$ cat config.mk
export PLATFORM = sky130hd
export DESIGN_NAME = lcc_cluster_group
export DESIGN_NICKNAME = d
export VERILOG_FILES = /design/src/hdl/lcc_pkg.sv /design/src/hdl/lcc_cluster_group.sv
export SDC_FILE = /design/constraint.sdc
export NUM_CORES = 1
export LEC_CHECK = 0
export BUFFER_PORTS_ARGS = -buffer_cell sky130_fd_sc_hd__buf_2
export CAP_MARGIN = 10
export CORE_AREA = 5 5 512 514
export CTS_CLUSTER_DIAMETER = 30
export DETAILED_ROUTE_END_ITERATION = 16
export DIE_AREA = 0 0 517 519
export MAX_ROUTING_LAYER = met4
export PLACE_DENSITY = 0.3
export SETUP_SLACK_MARGIN = 0.3
export SLEW_MARGIN = 20
export SYNTH_ARGS = -nofsm -noshare
export SYNTH_HDL_FRONTEND = slang
export SYNTH_SLANG_ARGS = --single-unit
$ cat constraint.sdc
create_clock -name core_clk -period 6.92 [get_ports core_clk]
set_input_delay 0.346 -clock core_clk [delete_from_list [all_inputs] [get_ports core_clk]]
set_output_delay 0.346 -clock core_clk [all_outputs]
set_load 0.005 [all_outputs]
$ cat src/hdl/lcc_pkg.sv
// ****************************************************************
// Shared constants for the logic cell cluster group
// ****************************************************************
package lcc_pkg;

  // ****************************************************************
  // Geometry
  // ****************************************************************
  localparam int CELLS_PER_CLUSTER = 10;
  localparam int CLUSTERS_PER_GROUP = 4;
  // Carry hops skip one cluster: even to even, odd to odd
  localparam int CHAIN_SKIP = 2;

  // ****************************************************************
  // Lookup table layout
  // ****************************************************************
  localparam int LUT4_BITS = 16;
  localparam int LUT3_BITS = 8;
  // Arithmetic mode: sum table low half, carry table high half
  localparam int SUM_LUT_LSB = 0;
  localparam int CARRY_LUT_LSB = 8;

  // ****************************************************************
  // Selector encodings
  // ****************************************************************
  localparam logic OUT_SEL_LUT = 1'h0;
  localparam logic OUT_SEL_REG = 1'h1;
  localparam logic IN3_SEL_DATA = 1'h0;
  localparam logic IN3_SEL_CARRY = 1'h1;
  localparam logic REG_SRC_LUT = 1'h0;
  localparam logic REG_SRC_PACKED = 1'h1;
  localparam logic CASC_AND = 1'h0;
  localparam logic CASC_OR = 1'h1;
  localparam logic MODE_NORMAL = 1'h0;
  localparam logic MODE_ARITH = 1'h1;

  // ****************************************************************
  // Reset values
  // ****************************************************************
  localparam logic CELL_REG_RST = 1'h0;

endpackage : lcc_pkg

$ cat src/hdl/lcc_cluster_group.sv
// Notes on behaviour
// - Each cell has two outputs, each selecting table result or register.
// - Packing: one output carries the table, the other an unrelated register.
// - Registered and unregistered table results are visible at once.
// - Carry and cascade chains link cells 1..10 and continue across clusters.
// - Incoming carry feeds the cell's table and the next carry stage.
// - Chains beyond ten cells hop even to even and odd to odd clusters.
// - An n-bit adder uses n+1 cells; the extra cell outputs final carry.
// - Adder register may be bypassed or hold the sum as accumulator.
// - Carry-out goes straight to the next bit's carry input.
// - Normal mode uses a four-input table; third input is data or carry.
// - Normal mode combines table result with incoming cascade into cascade-out.
// - Normal mode cells support register packing.
// - Arithmetic mode splits into a function table and a carry table.
// - Function table takes carry, operand a and b; gives sum.
// - Carry table uses the same three inputs to make carry-out.
// - Arithmetic mode may use the cascade chain alongside the carry chain.
// - Cascade chain builds wide functions from per-cell partial results.
`timescale 1ns/1ns

// ****************************************************************
// One logic cell
// ****************************************************************
module lcc_cell (
  input  wire logic                         core_clk,
  input  wire logic                         srst,
  input  wire logic                         cell_clr,
  input  wire logic                         cell_ena,
  input  wire logic                         arith_mode,
  input  wire logic                         in3_sel,
  input  wire logic                         reg_src_sel,
  input  wire logic                         out0_sel,
  input  wire logic                         out1_sel,
  input  wire logic                         casc_op,
  input  wire logic                         casc_use,
  input  wire logic [lcc_pkg::LUT4_BITS-1:0] lut_mask,
  input  wire logic                         operand_a_in,
  input  wire logic                         operand_b_in,
  input  wire logic                         third_data_in,
  input  wire logic                         fourth_data_in,
  input  wire logic                         carry_in,
  input  wire logic                         casc_in,
  output logic                              carry_out,
  output logic                              casc_out,
  output logic                              lut_comb,
  output logic                              reg_q,
  output logic                              out0,
  output logic                              out1
);

  logic       in3;
  logic [3:0] idx4;
  logic [2:0] idx3;
  logic       lut4_res;
  logic       sum_res;
  logic       reg_d;

  // Third table input picked at configuration time
  assign in3 = (in3_sel == lcc_pkg::IN3_SEL_CARRY) ? carry_in : third_data_in;
  assign idx4 = {fourth_data_in, in3, operand_b_in, operand_a_in};

  // Four-input table for normal mode
  assign lut4_res = lut_mask[idx4];

  // Arithmetic tables share carry, a and b
  assign idx3 = {carry_in, operand_b_in, operand_a_in};
  assign sum_res = lut_mask[lcc_pkg::SUM_LUT_LSB + int'(idx3)];

  // Carry only ripples in arithmetic mode; normal mode passes it on
  assign carry_out = (arith_mode == lcc_pkg::MODE_ARITH)
                   ? lut_mask[lcc_pkg::CARRY_LUT_LSB + int'(idx3)]
                   : carry_in;

  assign lut_comb = (arith_mode == lcc_pkg::MODE_ARITH) ? sum_res : lut4_res;

  // Cascade combine; unused cascade passes the table result unchanged
  always_comb
  begin
    if (!casc_use)
      casc_out = lut_comb;
    else if (casc_op == lcc_pkg::CASC_OR)
      casc_out = lut_comb | casc_in;
    else
      casc_out = lut_comb & casc_in;
  end

  // Packed register takes an unrelated input instead of the table
  assign reg_d = (reg_src_sel == lcc_pkg::REG_SRC_PACKED)
               ? fourth_data_in : lut_comb;

  // Cell register: async clear, sync reset, enabled load
  always_ff @(posedge core_clk or posedge cell_clr)
  begin
    if (cell_clr)
      reg_q <= lcc_pkg::CELL_REG_RST;
    else if (srst)
      reg_q <= lcc_pkg::CELL_REG_RST;
    else if (cell_ena)
      reg_q <= reg_d;
  end

  // Each output independently picks table or register
  assign out0 = (out0_sel == lcc_pkg::OUT_SEL_REG) ? reg_q : lut_comb;
  assign out1 = (out1_sel == lcc_pkg::OUT_SEL_REG) ? reg_q : lut_comb;

endmodule : lcc_cell

// ****************************************************************
// Cluster group: cells joined by carry and cascade chains
// ****************************************************************
module lcc_cluster_group #(
  parameter int CELLS    = lcc_pkg::CELLS_PER_CLUSTER,
  parameter int CLUSTERS = lcc_pkg::CLUSTERS_PER_GROUP,
  localparam int N       = CELLS * CLUSTERS,
  localparam int LW      = lcc_pkg::LUT4_BITS
) (
  input  wire logic                core_clk,
  input  wire logic                srst,
  input  wire logic [N-1:0]        cell_clr,
  input  wire logic [N-1:0]        cell_ena,
  input  wire logic [N-1:0]        arith_mode,
  input  wire logic [N-1:0]        in3_sel,
  input  wire logic [N-1:0]        reg_src_sel,
  input  wire logic [N-1:0]        out0_sel,
  input  wire logic [N-1:0]        out1_sel,
  input  wire logic [N-1:0]        casc_op,
  input  wire logic [N-1:0]        casc_use,
  input  wire logic [N*LW-1:0]     lut_mask,
  input  wire logic [N-1:0]        operand_a_in,
  input  wire logic [N-1:0]        operand_b_in,
  input  wire logic [N-1:0]        third_data_in,
  input  wire logic [N-1:0]        fourth_data_in,
  input  wire logic [1:0]          group_carry_in,
  input  wire logic [1:0]          group_casc_in,
  output logic [1:0]               group_carry_out,
  output logic [1:0]               group_casc_out,
  output logic [N-1:0]             lut_comb,
  output logic [N-1:0]             reg_q,
  output logic [N-1:0]             out0,
  output logic [N-1:0]             out1
);

  // ****************************************************************
  // Elaboration checks
  // ****************************************************************
  // Skip routing needs at least one cluster per parity lane
  if (CELLS < 1 || CLUSTERS < lcc_pkg::CHAIN_SKIP)
  begin : g_bad_size
    $error("lcc_cluster_group: CELLS or CLUSTERS too small");
  end

  // ****************************************************************
  // Chain wiring
  // ****************************************************************
  logic [N-1:0] cin;
  logic [N-1:0] cout;
  logic [N-1:0] kin;
  logic [N-1:0] kout;

  // Cell 0 of a cluster takes the last cell of the cluster two back;
  // skipping keeps chains off neighbouring rows for easier fitting.
  for (genvar k = 0; k < CLUSTERS; k++)
  begin : g_cluster
    for (genvar i = 0; i < CELLS; i++)
    begin : g_cell
      localparam int J = k * CELLS + i;
      if (i > 0)
      begin : g_in_cluster
        // Direct neighbour link, no general routing
        assign cin[J] = cout[J-1];
        assign kin[J] = kout[J-1];
      end
      else if (k >= lcc_pkg::CHAIN_SKIP)
      begin : g_hop
        // Even to even, odd to odd cluster
        assign cin[J] = cout[J - lcc_pkg::CHAIN_SKIP * CELLS + CELLS - 1];
        assign kin[J] = kout[J - lcc_pkg::CHAIN_SKIP * CELLS + CELLS - 1];
      end
      else
      begin : g_entry
        // Two chain lanes enter the group, one per parity
        assign cin[J] = group_carry_in[k];
        assign kin[J] = group_casc_in[k];
      end

      lcc_cell u_cell (
        .core_clk       (core_clk),
        .srst           (srst),
        .cell_clr       (cell_clr[J]),
        .cell_ena       (cell_ena[J]),
        .arith_mode     (arith_mode[J]),
        .in3_sel        (in3_sel[J]),
        .reg_src_sel    (reg_src_sel[J]),
        .out0_sel       (out0_sel[J]),
        .out1_sel       (out1_sel[J]),
        .casc_op        (casc_op[J]),
        .casc_use       (casc_use[J]),
        .lut_mask       (lut_mask[J*LW +: LW]),
        .operand_a_in   (operand_a_in[J]),
        .operand_b_in   (operand_b_in[J]),
        .third_data_in  (third_data_in[J]),
        .fourth_data_in (fourth_data_in[J]),
        .carry_in       (cin[J]),
        .casc_in        (kin[J]),
        .carry_out      (cout[J]),
        .casc_out       (kout[J]),
        .lut_comb       (lut_comb[J]),
        .reg_q          (reg_q[J]),
        .out0           (out0[J]),
        .out1           (out1[J])
      );
    end
  end

  // ****************************************************************
  // Group chain exits
  // ****************************************************************
  // Last cluster of each parity lane drives the group's chain outputs.
  // A final carry for general routing is taken instead by an extra cell
  // in arithmetic mode whose sum table copies carry_in (mask 0xF0).
  for (genvar p = 0; p < 2; p++)
  begin : g_exit
    localparam int LAST = ((CLUSTERS - 1 - p) / 2) * 2 + p;
    assign group_carry_out[p] = cout[LAST*CELLS + CELLS - 1];
    assign group_casc_out[p]  = kout[LAST*CELLS + CELLS - 1];
  end

endmodule : lcc_cluster_group

==> summary.md, run 1 <==
| Metric | Value |
|---|---|
| Total Wirelength | `176,100 um` |
| Site Rows | `186` |
| PD cells | `128.9 nW/um2` |
| Status | `complete, but fails checks` |
| Hold WC Path Type | `input port to register` |
| Hold Path Depth | `2` |
| Number of global-route vias before repair | `20,570` |
| Area Growth Syn to Fin | `102.5%` |
| Critical path class | `input port to primary output` |
| Root Buffer | `clkbuf_16` |
| Filler Cell Count | `30,130` |
| Final Hold Viols | `0` |
| Clk sinks | `40` |
| Data required, critical path | `6.57 ns` |
| Clock transition at path regs | `0.15 ns` |
| VDD IR max | `0.1310 mV` |
| Crit path largest cell delay | `0.55 ns` |
| Avg WL per Cell | `27.46 um` |
| Die Ht | `519 um` |
| Vias post-DR | `19,650` |
| Synth unique cells | `89` |
| Vias per inst | `3.064` |
| Routability cong. | `about 0.91` |
| Max-slew violation count | `0` |
| Setup_tns | `-0.7881 ns` |
| Largest Register | `g_cluster.g_cell.u_cell.reg_q` |
| Starting Density | `5.100%` |
| Core area | `256,500 um2` |
| Most common cell after layout, fill and taps aside | `buf_2` |
| Regs by FF count | `g_cluster.g_cell.u_cell.reg_q: 40 flops` |
| RSZ-0062 raised after global routing | `true` |
| Worst slew margin | `41.50%` |
| Max FFs per register | `40` |
| Area of the multi-input gates | `11,150 um2` |
| Post-route ant nets | `0` |
| Worst R2R Path Depth | `2` |
| Worst Hold Endpoint | `g_cluster[1].g_cell[7].u_cell.reg_q$_DFFE_PP0P_` |
| LEAKAGE | `0.01178 uW` |
| Syn Std Cell Area | `13,080 um2` |
| Worst-margin pin slew | `between 0.8 and 0.9 ns` |
| Syn avg cell area | `about 8.6 um2` |
| Synth Instances | `about 1,500` |
| Drt pass-1 iters | `5` |
| TritonCTS clock tree | `yes` |
| Critical path arrival | `6.75 ns` |
| Reg2reg start | `g_cluster[1].g_cell[5].u_cell.reg_q$_DFFE_PP0P_` |
| Post-layout nets | `between 4,000 and 5,000` |
| Async set-reset flop share out of synthesis | `100.0%` |
| Drc violations | `0` |
| Post-layout util | `10.33%` |
| Reg area | `1001 um2` |
| Die X | `517 um` |
| Worst clock skew | `0 ns` |
| CP max-delay cell | `mux4_2` |
| Setup WS post-layout | `-0.1760 ns` |
| Fin crit period | `7.096 ns` |
| YS warnings | `0` |
| Bufs on Longest Clock Path | `2` |
| Final setup fails | `6` |
| Die ar. | `approximately 270,000 um2` |
| Total of max-cap violations | `0` |
| Synthesized flop and latch total | `40` |
| Hold Path Origin | `cell_ena[17]` |
| Most frequent cells in the layout | `buf_2, buf_4, nand2_1, mux4_2, inv_1` |
| H-tree depth | `2` |
| Startpoint types | `input port` |
| Worst-Skew Late Latency | `0.39 ns` |
| Top_reg_cell synth | `dfrtp_1` |
| R2r setup slk | `5.86 ns` |
| Initial antenna violation count | `173` |
| HPWL Detailed | `between 150,000 and 200,000 um` |
| Register area share after synthesis | `7.653%` |
| Worst Path Max Fanout | `6` |
| Reg-to-reg endpoint | `g_cluster[1].g_cell[5].u_cell.reg_q$_DFFE_PP0P_` |
| CP endpoint kind | `primary output` |
| GRT Util Overall | `between 10% and 20%` |
| Final period util | `102.5%` |
| Synthesized Nets | `2,683` |
| IO Pins | `1,330` |
| DRT iter0 DRCs | `1,095` |
| GR Overflow Total | `0` |
| TritonCTS buffer count | `5` |
| Fraction of layout cells with a size suffix above 1 | `65.90%` |
| Buffers on Ports | `between 1,000 and 1,500` |
| Pin count of the biggest net entering global routing | `23` |
| First-pass GRT wire length | `216,300 um` |
| Failing checks | `negative setup slack` |
| EDFF count, synth | `0` |
| Fmax | `around 0.14 GHz` |
==> layer usage <==
layer  part of all wire [%]  wire (um)  track usage, %
met1                     38      66300           13.75
met2                     51      89080           23.26
met3                    8.6      15200           3.576
met4                    3.1       5485           2.730
met5                      0          0               -
==> cell families (layout without fill, tap and decap cells) <==
| family | Yosys count | in the layout | share of synthesized area, % |
|---|---|---|---|
| mux | 304 | 304 | 41.34 |
| compound gates | 378 | 378 | 19.23 |
| other cells | 0 | 57 | 0 |
| simple gates | 499 | 499 | 18.57 |
| flops | 40 | 40 | 7.653 |
| buf+inv | 296 | 1750 | 13.21 |
==> synthesized netlist by cell type, drive strengths merged (11+ instances only) <==
cell	number	share of area, %
nor2b	43	2.1
mux2	43	3.8
and2	14	0.69
nand2b	23	1.1
o21ai	147	5.7
mux4	182	31
a31oi	30	1.5
nor3	26	1.2
a21oi	44	1.8
and3	15	0.79
inv	124	3.6
buf	165	9.5
mux2i	79	6.1
nand3	29	1.2
o211ai	36	2.1
dfrtp	40	7.7
nand2	205	5.9
o31ai	11	0.63
nor2	97	2.8
a211oi	18	1.0
==> stage by stage <==
stage	hold WS, ns	total power, uW	cells	instance area [um2]	setup slack, ns
5_1_grt	0.08438	3692	6396	26450	-0.5149
3_3_place_gp	0.1804	2823	6275	24620	-1.025
2_1_floorplan	0.07471	1392	1517	13230	0.3105
4_1_cts	0.02505	3498	6347	26030	-0.2417
3_5_place_dp	0.1795	2825	6275	24620	-0.9798
6_report	0.09945	3414	6412	26490	-0.1760
==> cell type report <==
class                           count  share of cell area [%]
Timing Repair Buffer             1618                   35.20
Clock inverter                      2                  0.1322
Antenna cell                       57                  0.5384
Sequential cell                    40                   3.778
Multi-Input combinational cell   1181                   42.11
Clock buffer                        6                  0.4865
Tap cell                         3384                   15.98
Inverter                          124                   1.776
==> power breakdown <==
group	leakage (uW)	internal, uW	switching [uW]
Combinational	0.0112	1290	1400
Clock	0.0000812	175	250
Sequential	0.000523	252	52.1
==> what timing repair did <==
action / in CTS / in global routing
hold endpoints to repair: 40 / 0
setup endpoints to repair: 30 / 26
hold buffers: 40 / 0
resized for setup: 148 / 66
gates cloned: 0 / 0
buffers inserted: 24 / 8
pin swaps: 59 / 14
==> worst max path at each step <==
stage	start	slack [ns]	end
floorplan	operand_a_in[10]	0.31	out0[39]
global placement	operand_a_in[0]	-1.03	group_casc_out[0]
detailed placement	operand_a_in[0]	-0.98	group_casc_out[0]
CTS	operand_a_in[11]	-0.24	group_casc_out[1]
global route	operand_a_in[0]	-0.51	group_casc_out[0]
finish	operand_a_in[10]	-0.18	group_casc_out[1]
==> worst max-delay path, delay by kind of cell <==
family | cells | cell delay [ns]
compound gates | 12 | 2.05
buf+inv | 7 | 0.85
mux | 3 | 1.38
simple gates | 9 | 2.09
Power figures use the tool's default switching activity.
==> run 2: changes to the inputs <==
--- a/config.mk
+++ b/config.mk
@@ -12,7 +12,6 @@
 export DETAILED_ROUTE_END_ITERATION = 16
 export DIE_AREA = 0 0 517 519
 export MAX_ROUTING_LAYER = met4
-export PLACE_DENSITY = 0.3
 export SETUP_SLACK_MARGIN = 0.3
 export SLEW_MARGIN = 20
 export SYNTH_ARGS = -nofsm -noshare
==> run 2 against run 1 <==
  * The flow still finishes with violations (negative setup slack)
  * Setup slack worse by 0.13 ns
  * Global-route usage increased by 1.2 points
  * Via count increased by 3.2%
  * Total power is 0.85% higher
  * Clock-buffer cell count is the same
  * Register-to-register slack got worse by 0.16 ns
  * Largest power group unchanged
==> summary.md, run 2 (synthesis results as in run 1) <==
| Metric | Value |
|---|---|
| Fmax | `0.1383 GHz (was 0.1409 GHz)` |
| Drc violations | `0 (unchanged)` |
| Pin count of the biggest net entering global routing | `26 (was 23)` |
| Total Wirelength | `193,900 um (was 176,100 um)` |
| Startpoint types | `input port (unchanged)` |
| Hold Path Depth | `2 (unchanged)` |
| Final period util | `104.5% (was 102.5%)` |
| GR Overflow Total | `0 (unchanged)` |
| Crit path largest cell delay | `0.59 ns (was 0.55 ns)` |
| Bufs on Longest Clock Path | `2 (unchanged)` |
| Die X | `517 um (unchanged)` |
| VDD IR max | `0.1180 mV (was 0.1310 mV)` |
| Largest Register | `g_cluster.g_cell.u_cell.reg_q (unchanged)` |
| Worst clock skew | `0 ns (unchanged)` |
| Site Rows | `186 (unchanged)` |
| Die Ht | `519 um (unchanged)` |
| Number of global-route vias before repair | `19,920 (was 20,570)` |
| Critical path class | `input port to primary output (unchanged)` |
| Setup WS post-layout | `-0.3106 ns (was -0.1760 ns)` |
| Post-route ant nets | `0 (unchanged)` |
| CP bufs+invs | `5 (was 7)` |
| CP max-delay cell | `mux4_2 (unchanged)` |
| TritonCTS buffer count | `5 (unchanged)` |
| Avg WL per Cell | `29.80 um (was 27.46 um)` |
| Routability cong. | `1.017 (was 0.9077)` |
| Hold WC Path Type | `input port to register (unchanged)` |
| TritonCTS clock tree | `yes (unchanged)` |
| Die ar. | `268,300 um2 (unchanged)` |
| Clk sinks | `40 (unchanged)` |
| Worst Path Max Fanout | `4 (was 6)` |
| Worst hold margin | `0.1476 ns (was 0.09945 ns)` |
| LEAKAGE | `0.01168 uW (was 0.01178 uW)` |
| Max-slew violation count | `0 (unchanged)` |
| Initial antenna violation count | `236 (was 173)` |
| Most common cell after layout, fill and taps aside | `buf_2 (unchanged)` |
| Critical Path Most Common Cell | `mux2_4` |
| Pre-CTS WS | `-0.6098 ns (was -0.9798 ns)` |
| Vias post-DR | `20,270 (was 19,650)` |
| Filler Cell Count | `29,910 (was 30,130)` |
| Total of max-cap violations | `0 (unchanged)` |
| Cell family with most CP delay | `multiplexers (was simple AND/OR/NAND/NOR gates)` |
| H-tree depth | `2 (unchanged)` |
| Regs by FF count | `g_cluster.g_cell.u_cell.reg_q: 40 flops (unchanged)` |
| Post-layout nets | `4,124 (was 4,136)` |
| Area Growth Syn to Fin | `103.0% (was 102.5%)` |
| Max FFs per register | `40 (unchanged)` |
| Worst slew margin | `45.72% (was 41.50%)` |
| Worst-Skew Late Latency | `0.34 ns (was 0.39 ns)` |
| IO Pins | `1,330 (unchanged)` |
| Worst R2R Path Depth | `2 (unchanged)` |
| Core area | `256,500 um2 (unchanged)` |
| Data required, critical path | `6.57 ns (about the same)` |
| Overall Power | `3443 uW (was 3414 uW)` |
| Starting Density | `5.100% (unchanged)` |
| Fin crit period | `7.231 ns (was 7.096 ns)` |
| RSZ-0062 raised after global routing | `true (unchanged)` |
| GRT Util Overall | `13.98% (was 12.79%)` |
| Worst-margin pin slew | `0.8057 ns (was 0.8683 ns)` |
| PD cells | `129.7 nW/um2 (was 128.9 nW/um2)` |
| Most frequent cells in the layout | `buf_2, nand2_1, buf_4, mux4_2, inv_1 (was buf_2, buf_4, nand2_1, mux4_2, inv_1)` |
| Status | `complete, but fails checks (unchanged)` |
| Fraction of layout cells with a size suffix above 1 | `65.33% (was 65.90%)` |
| Reg2reg start | `g_cluster[2].g_cell[5].u_cell.reg_q$_DFFE_PP0P_ (was g_cluster[1].g_cell[5].u_cell.reg_q$_DFFE_PP0P_)` |
| Drt pass-1 iters | `5 (unchanged)` |
| R2r setup slk | `5.70 ns (was 5.86 ns)` |
| Final setup fails | `11 (was 6)` |
| Root Buffer | `clkbuf_16 (unchanged)` |
| Clock transition at path regs | `0.11 ns (was 0.15 ns)` |
| Worst Hold Endpoint | `g_cluster[0].g_cell[7].u_cell.reg_q$_DFFE_PP0P_ (was g_cluster[1].g_cell[7].u_cell.reg_q$_DFFE_PP0P_)` |
| Final Hold Viols | `0 (unchanged)` |
| Hold Path Origin | `cell_ena[7] (was cell_ena[17])` |
| Vias per inst | `3.116 (was 3.064)` |
| CP endpoint kind | `primary output (unchanged)` |
| First-pass GRT wire length | `229,500 um (was 216,300 um)` |
| Reg-to-reg endpoint | `g_cluster[2].g_cell[5].u_cell.reg_q$_DFFE_PP0P_ (was g_cluster[1].g_cell[5].u_cell.reg_q$_DFFE_PP0P_)` |
| DRT iter0 DRCs | `1,457 (was 1,095)` |
| Buffers on Ports | `1,329 (unchanged)` |
| Failing checks | `negative setup slack (unchanged)` |
| HPWL Detailed | `182,400 um (was 166,200 um)` |
| Critical path arrival | `6.88 ns (was 6.75 ns)` |
==> run 2: worst reg2reg max path, stage by stage (launching register included) <==
cell and delay [ns]:
dfrtp_1 0.84, o21ai_0 0.20, nor2_1 0.11
==> run 2: stage by stage <==
| step | area, um2 | util [%] | instances | setup TNS (ns) |
|---|---|---|---|---|
| detailed placement | 24590 | 9.588 | 6265 | -5.365 |
| global placement | 24590 | 9.588 | 6265 | -4.851 |
| global route | 26500 | 10.33 | 6484 | -3.823 |
| floorplan | 13230 | - | 1517 | 0 |
| CTS | 25810 | 10.06 | 6332 | -1.749 |
| finish | 26550 | 10.35 | 6506 | -1.543 |
==> run 2: repair_timing <==
action                                  4_1_cts  5_1_grt
buffers inserted                             19       11
pin swaps                                    56       22
hold buffers                                 40        0
endpoints found under the setup margin       30       28
endpoints found under the hold margin        40        0
resized for setup                           108       58
==> run 2: worst max path at each step <==
stage                                start           endpoint  slack [ns]  depth (start not counted)
after floorplan           operand_a_in[10]           out0[39]        0.31                         24
after global placement     operand_a_in[4]  group_casc_out[0]       -0.69                         28
after detailed placement   operand_a_in[5]  group_casc_out[0]       -0.61                         28
after CTS                  operand_a_in[5]  group_casc_out[0]       -0.30                         27
after global routing          lut_mask[76]  group_casc_out[0]       -0.50                         28
final                         lut_mask[76]  group_casc_out[0]       -0.31                         28
==> run 2: layout make-up <==
class	instances	area [um2]	share of cell area, %
flip-flops and latches	40	1001	3.770
inverters	124	467.9	1.762
diodes	163	407.9	1.536
well taps	3384	4234	15.95
multi-input cells	1181	11080	41.74
clock buffers	6	128.9	0.4854
clock inverters	2	35.03	0.1319
repair buffers	1606	9194	34.63
==> run 2: power by group <==
group          total, uW  switching [uW]  internal (uW)
registers            312            59.6            252
clock network        360             187            173
logic               2770            1490           1280
==> run 2: layer usage <==
layer  global-route usage (%)  vias up  routed length, um
li1                         -     8780                  -
met1                    14.62     9582              70560
met5                        -        -                  0
met4                    6.822        0              11220
met2                    23.74     1518              93560
met3                    4.430      393              18560
